`src/shared/kcs_map.vh`:
```
`ifndef KCS_MAP_VH
`define KCS_MAP_VH

// Register addresses on the serial register bus
`define KCS_REG_SETUP 8'h07
`define KCS_REG_VERSION 8'h0b

// Field positions in the sounder setup register
`define KCS_BIT_ON 0
`define KCS_BIT_PITCH 1
`define KCS_BIT_LENGTH 2

// Reset value of the three setup bits
`define KCS_SETUP_RST 3'h0

// Default 7-bit bus address of the device
`define KCS_SLAVE_ADDR 7'h5c

// System clock rate
`define KCS_CLK_HZ 100000000

// Click lengths in ms, tone pitches in Hz
`define KCS_CLICK_SHORT_MS 10
`define KCS_CLICK_LONG_MS 20
`define KCS_TONE_LOW_HZ 1000
`define KCS_TONE_HIGH_HZ 2000

// The same timings in clk_sys cycles, sized to the counters that hold them
`define KCS_CLICK_SHORT_CYC 21'h0f4240
`define KCS_CLICK_LONG_CYC 21'h1e8480
`define KCS_HALF_LOW_CYC 16'hc350
`define KCS_HALF_HIGH_CYC 16'h61a8

// Last index of the version string (the zero byte)
`define KCS_VER_LAST 5'h1f

`endif

```
`src/logic/kcs_sounder.v`:
```
`timescale 1ns/10ps
`include "kcs_map.vh"

module kcs_sounder #(
  parameter [20:0] CLICK_SHORT_CYC = `KCS_CLICK_SHORT_CYC,
  parameter [20:0] CLICK_LONG_CYC = `KCS_CLICK_LONG_CYC,
  parameter [15:0] HALF_LOW_CYC = `KCS_HALF_LOW_CYC,
  parameter [15:0] HALF_HIGH_CYC = `KCS_HALF_HIGH_CYC
) (
  input wire clk_sys,
  input wire rstn,
  input wire tone_output_on,
  input wire tone_pitch_sel,
  input wire click_length_sel,
  input wire touch_detect,
  output wire sounder_out
);

  localparam [20:0] SHORT_LAST = CLICK_SHORT_CYC - 21'h000001;
  localparam [20:0] LONG_LAST = CLICK_LONG_CYC - 21'h000001;
  localparam [15:0] LOW_LAST = HALF_LOW_CYC - 16'h0001;
  localparam [15:0] HIGH_LAST = HALF_HIGH_CYC - 16'h0001;

  reg touch_q_ff;
  reg active_ff;
  reg [20:0] len_ff;
  reg [15:0] tone_cnt_ff;
  reg out_ff;
  wire touch_rise;
  wire [15:0] half_last;

  assign touch_rise = touch_detect & ~touch_q_ff;
  // Pitch follows the register live; a change mid-click just bends the tone
  assign half_last = tone_pitch_sel ? HIGH_LAST : LOW_LAST;
  assign sounder_out = out_ff;

  ////////////////////////////////////////////////////////////////////////
  // Click timer and square wave, free of any bus state
  always @(posedge clk_sys or negedge rstn) begin
    if (!rstn) begin
      touch_q_ff <= 1'b0;
      active_ff <= 1'b0;
      len_ff <= 21'h000000;
      tone_cnt_ff <= 16'h0000;
      out_ff <= 1'b0;
    end else begin
      touch_q_ff <= touch_detect;
      if (!tone_output_on) begin
        active_ff <= 1'b0;
        out_ff <= 1'b0;
      end else if (!active_ff && touch_rise) begin
        active_ff <= 1'b1;
        len_ff <= click_length_sel ? LONG_LAST : SHORT_LAST;
        tone_cnt_ff <= 16'h0000;
        out_ff <= 1'b1;
      end else if (active_ff) begin
        if (len_ff == 21'h000000) begin
          active_ff <= 1'b0;
          out_ff <= 1'b0; // Idle low keeps no DC across the piezo
        end else begin
          len_ff <= len_ff - 21'h000001;
        end
        // Equal halves give 50 percent duty
        if (len_ff != 21'h000000) begin
          if (tone_cnt_ff >= half_last) begin
            tone_cnt_ff <= 16'h0000;
            out_ff <= ~out_ff;
          end else begin
            tone_cnt_ff <= tone_cnt_ff + 16'h0001;
          end
        end
      end
    end
  end

endmodule

```
`src/logic/kcs_top.v`:
```
// Behaviour
// - Sounder setup register answers at bus register address 0x07.
// - Setup bit 2 picks click length: clear 10 ms, set 20 ms.
// - Setup bit 1 picks tone: clear 1 kHz, set 2 kHz.
// - Setup bit 0 enables clicks; clear means no tone at all.
// - Click generation runs on its own, never waiting on bus traffic.
// - Sounder pin gives a push-pull drive fit for a piezo buzzer.
// - Version register at 0x0B is read-only, static; writes do nothing.
// - Burst reads of 0x0B return an ASCII version string ending in zero.
`timescale 1ns/10ps
`include "kcs_map.vh"

module kcs_top #(
  parameter [6:0] SLAVE_ADDR = `KCS_SLAVE_ADDR,
  parameter [20:0] CLICK_SHORT_CYC = `KCS_CLICK_SHORT_CYC,
  parameter [20:0] CLICK_LONG_CYC = `KCS_CLICK_LONG_CYC,
  parameter [15:0] HALF_LOW_CYC = `KCS_HALF_LOW_CYC,
  parameter [15:0] HALF_HIGH_CYC = `KCS_HALF_HIGH_CYC
) (
  input wire clk_sys,
  input wire rstn,
  input wire scl_in,
  input wire sda_in,
  output wire sda_out,
  output wire sda_oe,
  input wire touch_detect,
  output wire sounder_out
);

  // Bus slave states
  localparam [6:0] ST_IDLE = 7'h01;
  localparam [6:0] ST_ADDR = 7'h02;
  localparam [6:0] ST_AACK = 7'h04;
  localparam [6:0] ST_RX = 7'h08;
  localparam [6:0] ST_RACK = 7'h10;
  localparam [6:0] ST_TX = 7'h20;
  localparam [6:0] ST_TACK = 7'h40;

  // Version text, contents arbitrary; last byte is the terminator
  localparam [255:0] VER_TEXT = {"VNDR,PN:PART,QUAL:ENG,VER:1_0_0", 8'h00};

  reg [2:0] scl_sync_ff;
  reg [2:0] sda_sync_ff;
  reg scl_st_ff;
  reg sda_st_ff;
  reg [6:0] state_ff;
  reg [3:0] bit_cnt_ff;
  reg [7:0] shift_ff;
  reg rw_ff;
  reg first_ff;
  reg mack_ff;
  reg sda_oe_ff;
  reg [7:0] ptr_ff;
  reg [4:0] str_idx_ff;
  reg [2:0] setup_ff;
  reg [6:0] nxt_state;
  reg [3:0] nxt_bit_cnt;
  reg [7:0] nxt_shift;
  reg nxt_rw;
  reg nxt_first;
  reg nxt_mack;
  reg nxt_sda_oe;
  reg [7:0] nxt_ptr;
  reg [4:0] nxt_str_idx;
  reg [2:0] nxt_setup;
  reg [7:0] tx_byte;
  wire scl_agree;
  wire sda_agree;
  wire scl_rise;
  wire scl_fall;
  wire bus_start;
  wire bus_stop;

  ////////////////////////////////////////////////////////////////////////
  // Byte the slave sends for a given register pointer
  function [7:0] kcs_read_byte;
    input [7:0] ptr;
    input [4:0] idx;
    input [2:0] setup;
    integer pos;
    begin
      pos = (31 - idx) * 8;
      if (ptr == `KCS_REG_SETUP) begin
        kcs_read_byte = {5'h00, setup};
      end else if (ptr == `KCS_REG_VERSION) begin
        kcs_read_byte = VER_TEXT[pos +: 8];
      end else begin
        kcs_read_byte = 8'h00;
      end
    end
  endfunction

  // Saturating step so a long burst keeps reading the zero byte
  function [4:0] kcs_next_idx;
    input [7:0] ptr;
    input [4:0] idx;
    begin
      if (ptr == `KCS_REG_VERSION && idx != `KCS_VER_LAST) begin
        kcs_next_idx = idx + 5'h01;
      end else begin
        kcs_next_idx = idx;
      end
    end
  endfunction

  ////////////////////////////////////////////////////////////////////////
  // Pin synchronisers; a level counts once stages two and three agree
  always @(posedge clk_sys or negedge rstn) begin
    if (!rstn) begin
      scl_sync_ff <= 3'h7;
      sda_sync_ff <= 3'h7;
      scl_st_ff <= 1'b1;
      sda_st_ff <= 1'b1;
    end else begin
      scl_sync_ff <= {scl_sync_ff[1:0], scl_in};
      sda_sync_ff <= {sda_sync_ff[1:0], sda_in};
      if (scl_agree) begin
        scl_st_ff <= scl_sync_ff[1];
      end
      if (sda_agree) begin
        sda_st_ff <= sda_sync_ff[1];
      end
    end
  end

  assign scl_agree = scl_sync_ff[1] == scl_sync_ff[2];
  assign sda_agree = sda_sync_ff[1] == sda_sync_ff[2];
  assign scl_rise = scl_agree & scl_sync_ff[1] & ~scl_st_ff;
  assign scl_fall = scl_agree & ~scl_sync_ff[1] & scl_st_ff;
  // Data edges only mean start or stop while the clock stays high
  assign bus_start = sda_agree & ~sda_sync_ff[1] & sda_st_ff & scl_st_ff & ~scl_fall;
  assign bus_stop = sda_agree & sda_sync_ff[1] & ~sda_st_ff & scl_st_ff & ~scl_fall;

  ////////////////////////////////////////////////////////////////////////
  // Bus slave next-state logic
  always @* begin
    nxt_state = state_ff;
    nxt_bit_cnt = bit_cnt_ff;
    nxt_shift = shift_ff;
    nxt_rw = rw_ff;
    nxt_first = first_ff;
    nxt_mack = mack_ff;
    nxt_sda_oe = sda_oe_ff;
    nxt_ptr = ptr_ff;
    nxt_str_idx = str_idx_ff;
    nxt_setup = setup_ff;
    tx_byte = kcs_read_byte(ptr_ff, str_idx_ff, setup_ff);
    if (bus_start) begin
      // Every start rewinds the version string to its first byte
      nxt_state = ST_ADDR;
      nxt_bit_cnt = 4'h0;
      nxt_sda_oe = 1'b0;
      nxt_str_idx = 5'h00;
    end else if (bus_stop) begin
      nxt_state = ST_IDLE;
      nxt_sda_oe = 1'b0;
    end else begin
      case (state_ff)
        ST_IDLE: begin
          nxt_sda_oe = 1'b0;
        end
        ST_ADDR: begin
          if (scl_rise) begin
            nxt_shift = {shift_ff[6:0], sda_st_ff};
            nxt_bit_cnt = bit_cnt_ff + 4'h1;
          end else if (scl_fall && bit_cnt_ff == 4'h8) begin
            if (shift_ff[7:1] == SLAVE_ADDR) begin
              nxt_rw = shift_ff[0];
              nxt_sda_oe = 1'b1;
              nxt_state = ST_AACK;
            end else begin
              nxt_state = ST_IDLE;
            end
          end
        end
        ST_AACK: begin
          if (scl_fall) begin
            nxt_bit_cnt = 4'h0;
            if (rw_ff) begin
              nxt_shift = tx_byte;
              nxt_sda_oe = ~tx_byte[7];
              nxt_str_idx = kcs_next_idx(ptr_ff, str_idx_ff);
              nxt_state = ST_TX;
            end else begin
              nxt_sda_oe = 1'b0;
              nxt_first = 1'b1;
              nxt_state = ST_RX;
            end
          end
        end
        ST_RX: begin
          if (scl_rise) begin
            nxt_shift = {shift_ff[6:0], sda_st_ff};
            nxt_bit_cnt = bit_cnt_ff + 4'h1;
          end else if (scl_fall && bit_cnt_ff == 4'h8) begin
            nxt_sda_oe = 1'b1;
            nxt_state = ST_RACK;
            if (first_ff) begin
              nxt_ptr = shift_ff;
              nxt_first = 1'b0;
              nxt_str_idx = 5'h00;
            end else if (ptr_ff == `KCS_REG_SETUP) begin
              nxt_setup = shift_ff[2:0];
            end
            // Writes to the version register are acknowledged and dropped
          end
        end
        ST_RACK: begin
          if (scl_fall) begin
            nxt_sda_oe = 1'b0;
            nxt_bit_cnt = 4'h0;
            nxt_state = ST_RX;
          end
        end
        ST_TX: begin
          if (scl_rise) begin
            nxt_bit_cnt = bit_cnt_ff + 4'h1;
          end else if (scl_fall) begin
            if (bit_cnt_ff == 4'h8) begin
              nxt_sda_oe = 1'b0;
              nxt_state = ST_TACK;
            end else begin
              nxt_shift = {shift_ff[6:0], 1'b0};
              nxt_sda_oe = ~shift_ff[6];
            end
          end
        end
        ST_TACK: begin
          if (scl_rise) begin
            nxt_mack = ~sda_st_ff;
          end else if (scl_fall) begin
            if (mack_ff) begin
              nxt_shift = tx_byte;
              nxt_sda_oe = ~tx_byte[7];
              nxt_str_idx = kcs_next_idx(ptr_ff, str_idx_ff);
              nxt_bit_cnt = 4'h0;
              nxt_state = ST_TX;
            end else begin
              nxt_state = ST_IDLE;
            end
          end
        end
        default: begin
          nxt_state = ST_IDLE;
          nxt_sda_oe = 1'b0;
        end
      endcase
    end
  end

  ////////////////////////////////////////////////////////////////////////
  // Bus slave and register flops
  always @(posedge clk_sys or negedge rstn) begin
    if (!rstn) begin
      state_ff <= ST_IDLE;
      bit_cnt_ff <= 4'h0;
      shift_ff <= 8'h00;
      rw_ff <= 1'b0;
      first_ff <= 1'b0;
      mack_ff <= 1'b0;
      sda_oe_ff <= 1'b0;
      ptr_ff <= 8'h00;
      str_idx_ff <= 5'h00;
      setup_ff <= `KCS_SETUP_RST;
    end else begin
      state_ff <= nxt_state;
      bit_cnt_ff <= nxt_bit_cnt;
      shift_ff <= nxt_shift;
      rw_ff <= nxt_rw;
      first_ff <= nxt_first;
      mack_ff <= nxt_mack;
      sda_oe_ff <= nxt_sda_oe;
      ptr_ff <= nxt_ptr;
      str_idx_ff <= nxt_str_idx;
      setup_ff <= nxt_setup;
    end
  end

  // Open drain: only ever pulls low
  assign sda_out = 1'b0;
  assign sda_oe = sda_oe_ff;

  ////////////////////////////////////////////////////////////////////////
  // Click generator; sees only the setup flops, so bus stalls cannot hold it
  kcs_sounder #(
    .CLICK_SHORT_CYC(CLICK_SHORT_CYC),
    .CLICK_LONG_CYC(CLICK_LONG_CYC),
    .HALF_LOW_CYC(HALF_LOW_CYC),
    .HALF_HIGH_CYC(HALF_HIGH_CYC)
  ) u_sounder (
    .clk_sys(clk_sys),
    .rstn(rstn),
    .tone_output_on(setup_ff[`KCS_BIT_ON]),
    .tone_pitch_sel(setup_ff[`KCS_BIT_PITCH]),
    .click_length_sel(setup_ff[`KCS_BIT_LENGTH]),
    .touch_detect(touch_detect),
    .sounder_out(sounder_out)
  );

endmodule

```
`config.mk`:
```
export PLATFORM = sky130hd
export DESIGN_NAME = kcs_top
export DESIGN_NICKNAME = d
export VERILOG_FILES = /design/src/logic/kcs_sounder.v /design/src/logic/kcs_top.v
export VERILOG_INCLUDE_DIRS = /design/src /design/src/shared
export SDC_FILE = /design/constraint.sdc
export NUM_CORES = 1
export LEC_CHECK = 0
export BUFFER_PORTS_ARGS = -buffer_cell sky130_fd_sc_hd__buf_2
export CORE_MARGIN = 5
export CORE_UTILIZATION = 45
export CTS_CLUSTER_SIZE = 24
export DETAILED_ROUTE_END_ITERATION = 7
export GPL_ROUTABILITY_DRIVEN = 0
export SLEW_MARGIN = 5
export SYNTH_ARGS = -nofsm -noshare
export SYNTH_HDL_FRONTEND = slang
export SYNTH_HIERARCHICAL = 1
export SYNTH_SLANG_ARGS = --single-unit
```
`constraint.sdc`:
```
create_clock -name clk_sys -period 3 [get_ports clk_sys]
set_input_delay 0.45 -clock clk_sys [delete_from_list [all_inputs] [get_ports clk_sys]]
set_output_delay 0.45 -clock clk_sys [all_outputs]
set_load 0.01 [all_outputs]
```
## Word level (Yosys, flattened, before mapping)

Cells that the tools add are included.

| word-level totals | value |
|---|---|
| input port bits | 5 |
| output and inout port bits | 3 |
| latch bits | 0 |
| bits in read-only memories | 0 |
| bits in writable memories | 0 |
| register bits after elaboration | 87 |
| word-level logic and storage cells | 222 |
| memories | 0 |

| cells by class | value |
|---|---|
| multiply operators | 0 |
| bitwise gates (word level) | 26 |
| order comparisons | 1 |
| shifts and indexed selects | 1 |
| div/mod/pow operators | 0 |
| $add $sub $neg | 5 |
| equality and inequality tests | 53 |
| muxes and demuxes | 90 |
| reduce and logical (&&, ||, !) cells | 27 |

Operators by type and width:

| kind | count |
|---|---|
| $shiftx 256x9->8 const A | 1 |
| $mux 7 | 13 |
| $mux 8 | 11 |
| $mux 21 | 4 |
| $mux 16 | 5 |
| $mux 5 | 11 |
| $ne 4x4->1 const B | 13 |
| $pmux 7 s7 | 1 |
| $reduce_and 12->1 | 3 |
| $pmux 8 s4 | 1 |
| $mux 1 | 30 |
| $mux 4 | 7 |
| $ne 3x3->1 const B | 9 |
| $ne 2x2->1 const B | 12 |
| $logic_not 21->1 | 1 |
| $reduce_and 7->1 | 3 |
| $reduce_bool 21->1 | 1 |
| $sub 21x1->21 const B | 1 |
| $add 16x1->16 const B | 1 |
| $ge 16x16->1 | 1 |
| $pmux 5 s3 | 1 |
| $eq 7x7->1 const B | 2 |
| $and 1x1->1 | 13 |
| $not 1->1 | 13 |
| 31 further kinds | 45 |

## Depth between registers and ports, before layout

| logic depth | value |
|---|---|
| depth after elaboration | 11 |
| mapped depth | 9 |
| gate-level depth less buffers | 8 |

## Modules after synthesis

Netlist, hierarchy kept.

By module, submodules not included:

| module | times used | area an instance (um^2) | cells each | seq. area each (um^2) |
|---|---|---|---|---|
| kcs_top | 1 | 3211.8 | 357 | 1187.4 |
| kcs_sounder | 1 | 2471.1 | 262 | 1001.0 |

## Least setup slack after synthesis

Ideal clock, no wire load.

| path | value |
|---|---|
| kind | reg-to-reg |
| from | register str_idx_ff[2] (netlist: kcs_read_byte.idx[2]) |
| to | register str_idx_ff[3] (netlist: kcs_read_byte.idx[3]) |
| buffers on the path | 2 |
| arrival time | 2496 ps |
| setup time | 66 ps |
| stages on the path, launching flop included | 10 |
| clock period less this slack | 2562 ps |
| data required time | 2934 ps |
| slack | 438 ps |
| cells stage by stage | dfrtp_1 -> clkbuf_1 -> clkbuf_1 -> and3_1 -> ha_1 -> or4_1 -> nor4_4 -> nand4_1 -> or4_1 -> nand2_1 |

| between the ends | value |
|---|---|
| longest elaborated chain between the ends | 9 |
| elaborated cells between the ends (all ways) | 12 |
| classes of those cells | 1 x add/sub; 1 x eq/ne; 9 x mux; 1 x reduce/logical |

RTL lines:

| item | RTL line | text |
|---|---|---|
| from (decl) | kcs_top.v:54 | `reg [4:0] str_idx_ff;` |
| from (signal assigned) | kcs_top.v:274 | `str_idx_ff <= nxt_str_idx;` |
| parallel branches: the longest is 2 deep, another holds $add 5x1->5 | -- |  |
| $mux 5 * | kcs_top.v:98 | `` if (ptr == `KCS_REG_VERSION && idx != `KCS_VER_LAST) begin `` |
| $mux 5 | kcs_top.v:232 | `if (mack_ff) begin` |
| $mux 5 | kcs_top.v:231 | `end else if (scl_fall) begin` |
| $mux 5 | kcs_top.v:229 | `if (scl_rise) begin` |
| $pmux 5 s3 * | kcs_top.v:158 | `case (state_ff)` |
| $mux 5 * | kcs_top.v:154 | `end else if (bus_stop) begin` |
| $mux 5 * | kcs_top.v:148 | `if (bus_start) begin` |

Every way passes the cells marked *. The select of a mux whose other input is x is not followed.
A chain may end at the register's enable or synchronous reset.

## Final worst setup path

| path | value |
|---|---|
| from | register str_idx_ff[1] (netlist: kcs_read_byte.idx[1]) |
| to | register str_idx_ff[3] (netlist: kcs_read_byte.idx[3]) |

Same word-level chain as after synthesis.

==> flow_summary.toml <==
[route]
firstDrtPassIters = 4
drtAntennaViolNets = 0
vias = 4717
wl_per_cell_um = 16.38
route.detailed.drc = 0
drt-vias-per-instance = 5.874
wirelength_um = 13160
drtIter0Drc = 293

[sta]
rsz0062_at_grt = "false"
hold_viol_final = 0
max_freq_mhz = 373.7
setup_viol = 0
fin_crit_ns = 2.676
worst_slew_pin_slew_ns = 1.152
timing.final.ws_setup_ns = 0.3239
fin_setup_tns_ns = 0
fin_crit_sh = 0.8920
relSlewSlack = 0.2236
fin_worst_skew_ns = 0.007784
drv_slew = 0

[yosys]
ys.warnings.count = 6
syn_avg_cell_area_sq_um = 9.181
synth_top_area_frac = 0.3435
seq_area_frac_synth = 0.3851
yosysUniqueCellTypes = 77
netlist_area_sq_um = 5683
synth_cells = 619
synthTopCellsByArea = "dfrtp_1 (34%), ha_1 (5.3%), mux2_2 (5.0%)"
synth_ff_type = "dfrtp_1"
ys_seq_elements = 87
syn-num-nets = 648
synth_edf_count = 0
ys_async_sr_fraction = 1.000
synth_area_leader_cell = "dfrtp_1"

[setup_path]
required_ns = 3.29
slowest_delay_ns = 0.52
crit_arrival_ns = 2.97
r2r_cells = 8
cp.depth = 8
cp-end-kind = "flip-flop"
path_delay_family = "simple AND/OR/NAND/NOR gates"
crit_chain = "ha_1, and3_1, ha_1, or4_1, nor4_4, nand4_1, or4_1, nand2_1"
slowest_stage = "or4_1"
crit_type = "flip-flop to flip-flop"
cp-start-kind = "flip-flop"
crit_path_max_fanout = 9
critPathBufInv = 0

[floorplanning]
core_area_sq_um = 12520
dieArea_sq_um = 14980
io_pins = 8
fp-row-count = 41
initial_core_util = 0.4540
die_w_um = 122.4
fp.dieH_um = 122.4

[placed_design]
pre_cts_ws_ns = 0.3240
placed_area_sq_um = 5944
dpl.cell_count = 787
dpl.hpwl_um = 9474
portBuffers = 6

[clocking]
cts-root-buf = "clkbuf_16"
clk_latency_ns = 0.35
hold_buffers = 0
ctsResizeCount = 0
cts.clk_slew.worst_paths_ns = 0.07
clock_path_buffers = 2
htreeDepth = 3
cts_tree = "yes"
cts_setup_buffers = 0
cts_sinks = 87
numCtsBuffers = 9

[layout]
design_area_sq_um = 6282
final_common_cell = "dfrtp_1"
n_antenna_cell = 0
fin_cells = 803
final_cell_mix = "dfrtp_1 (78), nand2_1 (56), o21ai_0 (40)"
nets = 655
syn_to_final_growth_pct = 10.55
drive_gt1_frac = 0.1506
final.fill_count = 1213

[global_routing]
track_usage = 0.1917
grt_max_degree = 45
antenna_found_initial = 0
grt_pass1_vias = 4614
grt_pass1_wl_um = 23070
grt_overflow = 0

[outcome]
outcome = "finished clean"

[power_and_ir_drop]
p_per_area_nw_per_um2 = 438.2
ir_drop_v = 0.0002572
p_leak_nw = 2.664

[worst_hold_path]
worstHoldPathType = "input port to asynchronous set/reset pin"

[run]
cap_violations = 0
## state kept, by name, summed over array words and instances, names as in the netlist, 3 cells and up
register,cells
u_sounder/tone_cnt_ff,16
state_ff,7
kcs_read_byte.ptr,8
kcs_read_byte.setup,3
sda_sync_ff,3
bit_cnt_ff,4
kcs_read_byte.idx,5
shift_ff,8
scl_sync_ff,3
u_sounder/len_ff,21
## synth_stat cells (6+ instances only)
library cell,count
nor2_1,38
a21oi_1,35
dfstp_2,9
o21ai_0,40
ha_1,24
dfrtp_1,78
nand4_1,12
nor4_1,8
xnor2_1,6
nor3_1,18
and2_1,7
nand2_1,56
clkbuf_1,18
nor2b_1,13
or3_1,11
or4_1,17
mux2_2,25
inv_1,24
nand2b_1,9
a211oi_1,10
nand3_1,27
o31ai_1,13
a31oi_1,8
## where the power goes
| group | switching, mW | total, mW | internal [mW] |
|---|---|---|---|
| clock | 0.466 | 1.28 | 0.812 |
| sequential | 0.0280 | 1.23 | 1.20 |
| combinational | 0.140 | 0.242 | 0.102 |
## final timing paths
check | from | slack, ns | end
setup / recovery | kcs_read_byte.idx[1] | 0.32 | kcs_read_byte.idx[3]
hold / removal | rstn | 0.09 | kcs_read_byte.idx[4]
setup reg to reg | kcs_read_byte.idx[1] | 0.32 | kcs_read_byte.idx[3]
hold reg to reg | sda_sync_ff[0] | 0.35 | sda_sync_ff[1]
max in group asynchronous | rstn | 2.25 | u_sounder/len_ff[6]
min in group clk_sys | sda_in | 0.20 | sda_sync_ff[0]
## worst register-to-register path, stage by stage (launching register included)
cell and delay [ns]:
dfrtp_1 0.48, ha_1 0.27, and3_1 0.20, ha_1 0.18, or4_1 0.51, nor4_4 0.25
nand4_1 0.13, or4_1 0.52, nand2_1 0.08
## logic make-up (layout without fill, tap and decap cells)
logic type | Yosys count | in the layout | synth area share
fa+ha+maj | 24 | 24 | 0.05284
mux | 31 | 31 | 0.06033
xor+xnor | 11 | 11 | 0.01695
buf+inv | 56 | 68 | 0.04469
simple gates | 247 | 247 | 0.2433
flops | 87 | 87 | 0.3851
other cells | 1 | 1 | 0.0006599
compound gates | 162 | 162 | 0.1962
## layer usage
layer | global-route usage | up-vias | part of all wire
met5 | 0 | - | 0
met1 | 0.2558 | 2291 | 0.47
met3 | 0.02811 | 16 | 0.030
met4 | 0.08887 | 0 | 0.020
met2 | 0.3078 | 83 | 0.48
li1 | - | 2327 | -
## stage by stage
stage               total power, mW  utilization  hold WS (ns)
floorplan                     1.430            -        0.1544
detailed placement            1.496       0.4749        0.3468
CTS                           2.794       0.5019        0.1046
global placement              1.492       0.4749        0.3474
finish                        2.753       0.5019       0.09353
global route                  2.874       0.5019        0.1362
## cell type report
type / instances / area [sq um] / share of cell area
Clock inverter: 6 / 108.9 / 0.01733
Tap cell: 172 / 215.2 / 0.03426
Timing Repair Buffer: 28 / 210.2 / 0.03346
Inverter: 24 / 90.09 / 0.01434
Sequential cell: 87 / 2188 / 0.3483
Multi-Input combinational cell: 476 / 3241 / 0.5158
Clock buffer: 10 / 229.0 / 0.03645
Power figures use the tool's default switching activity.
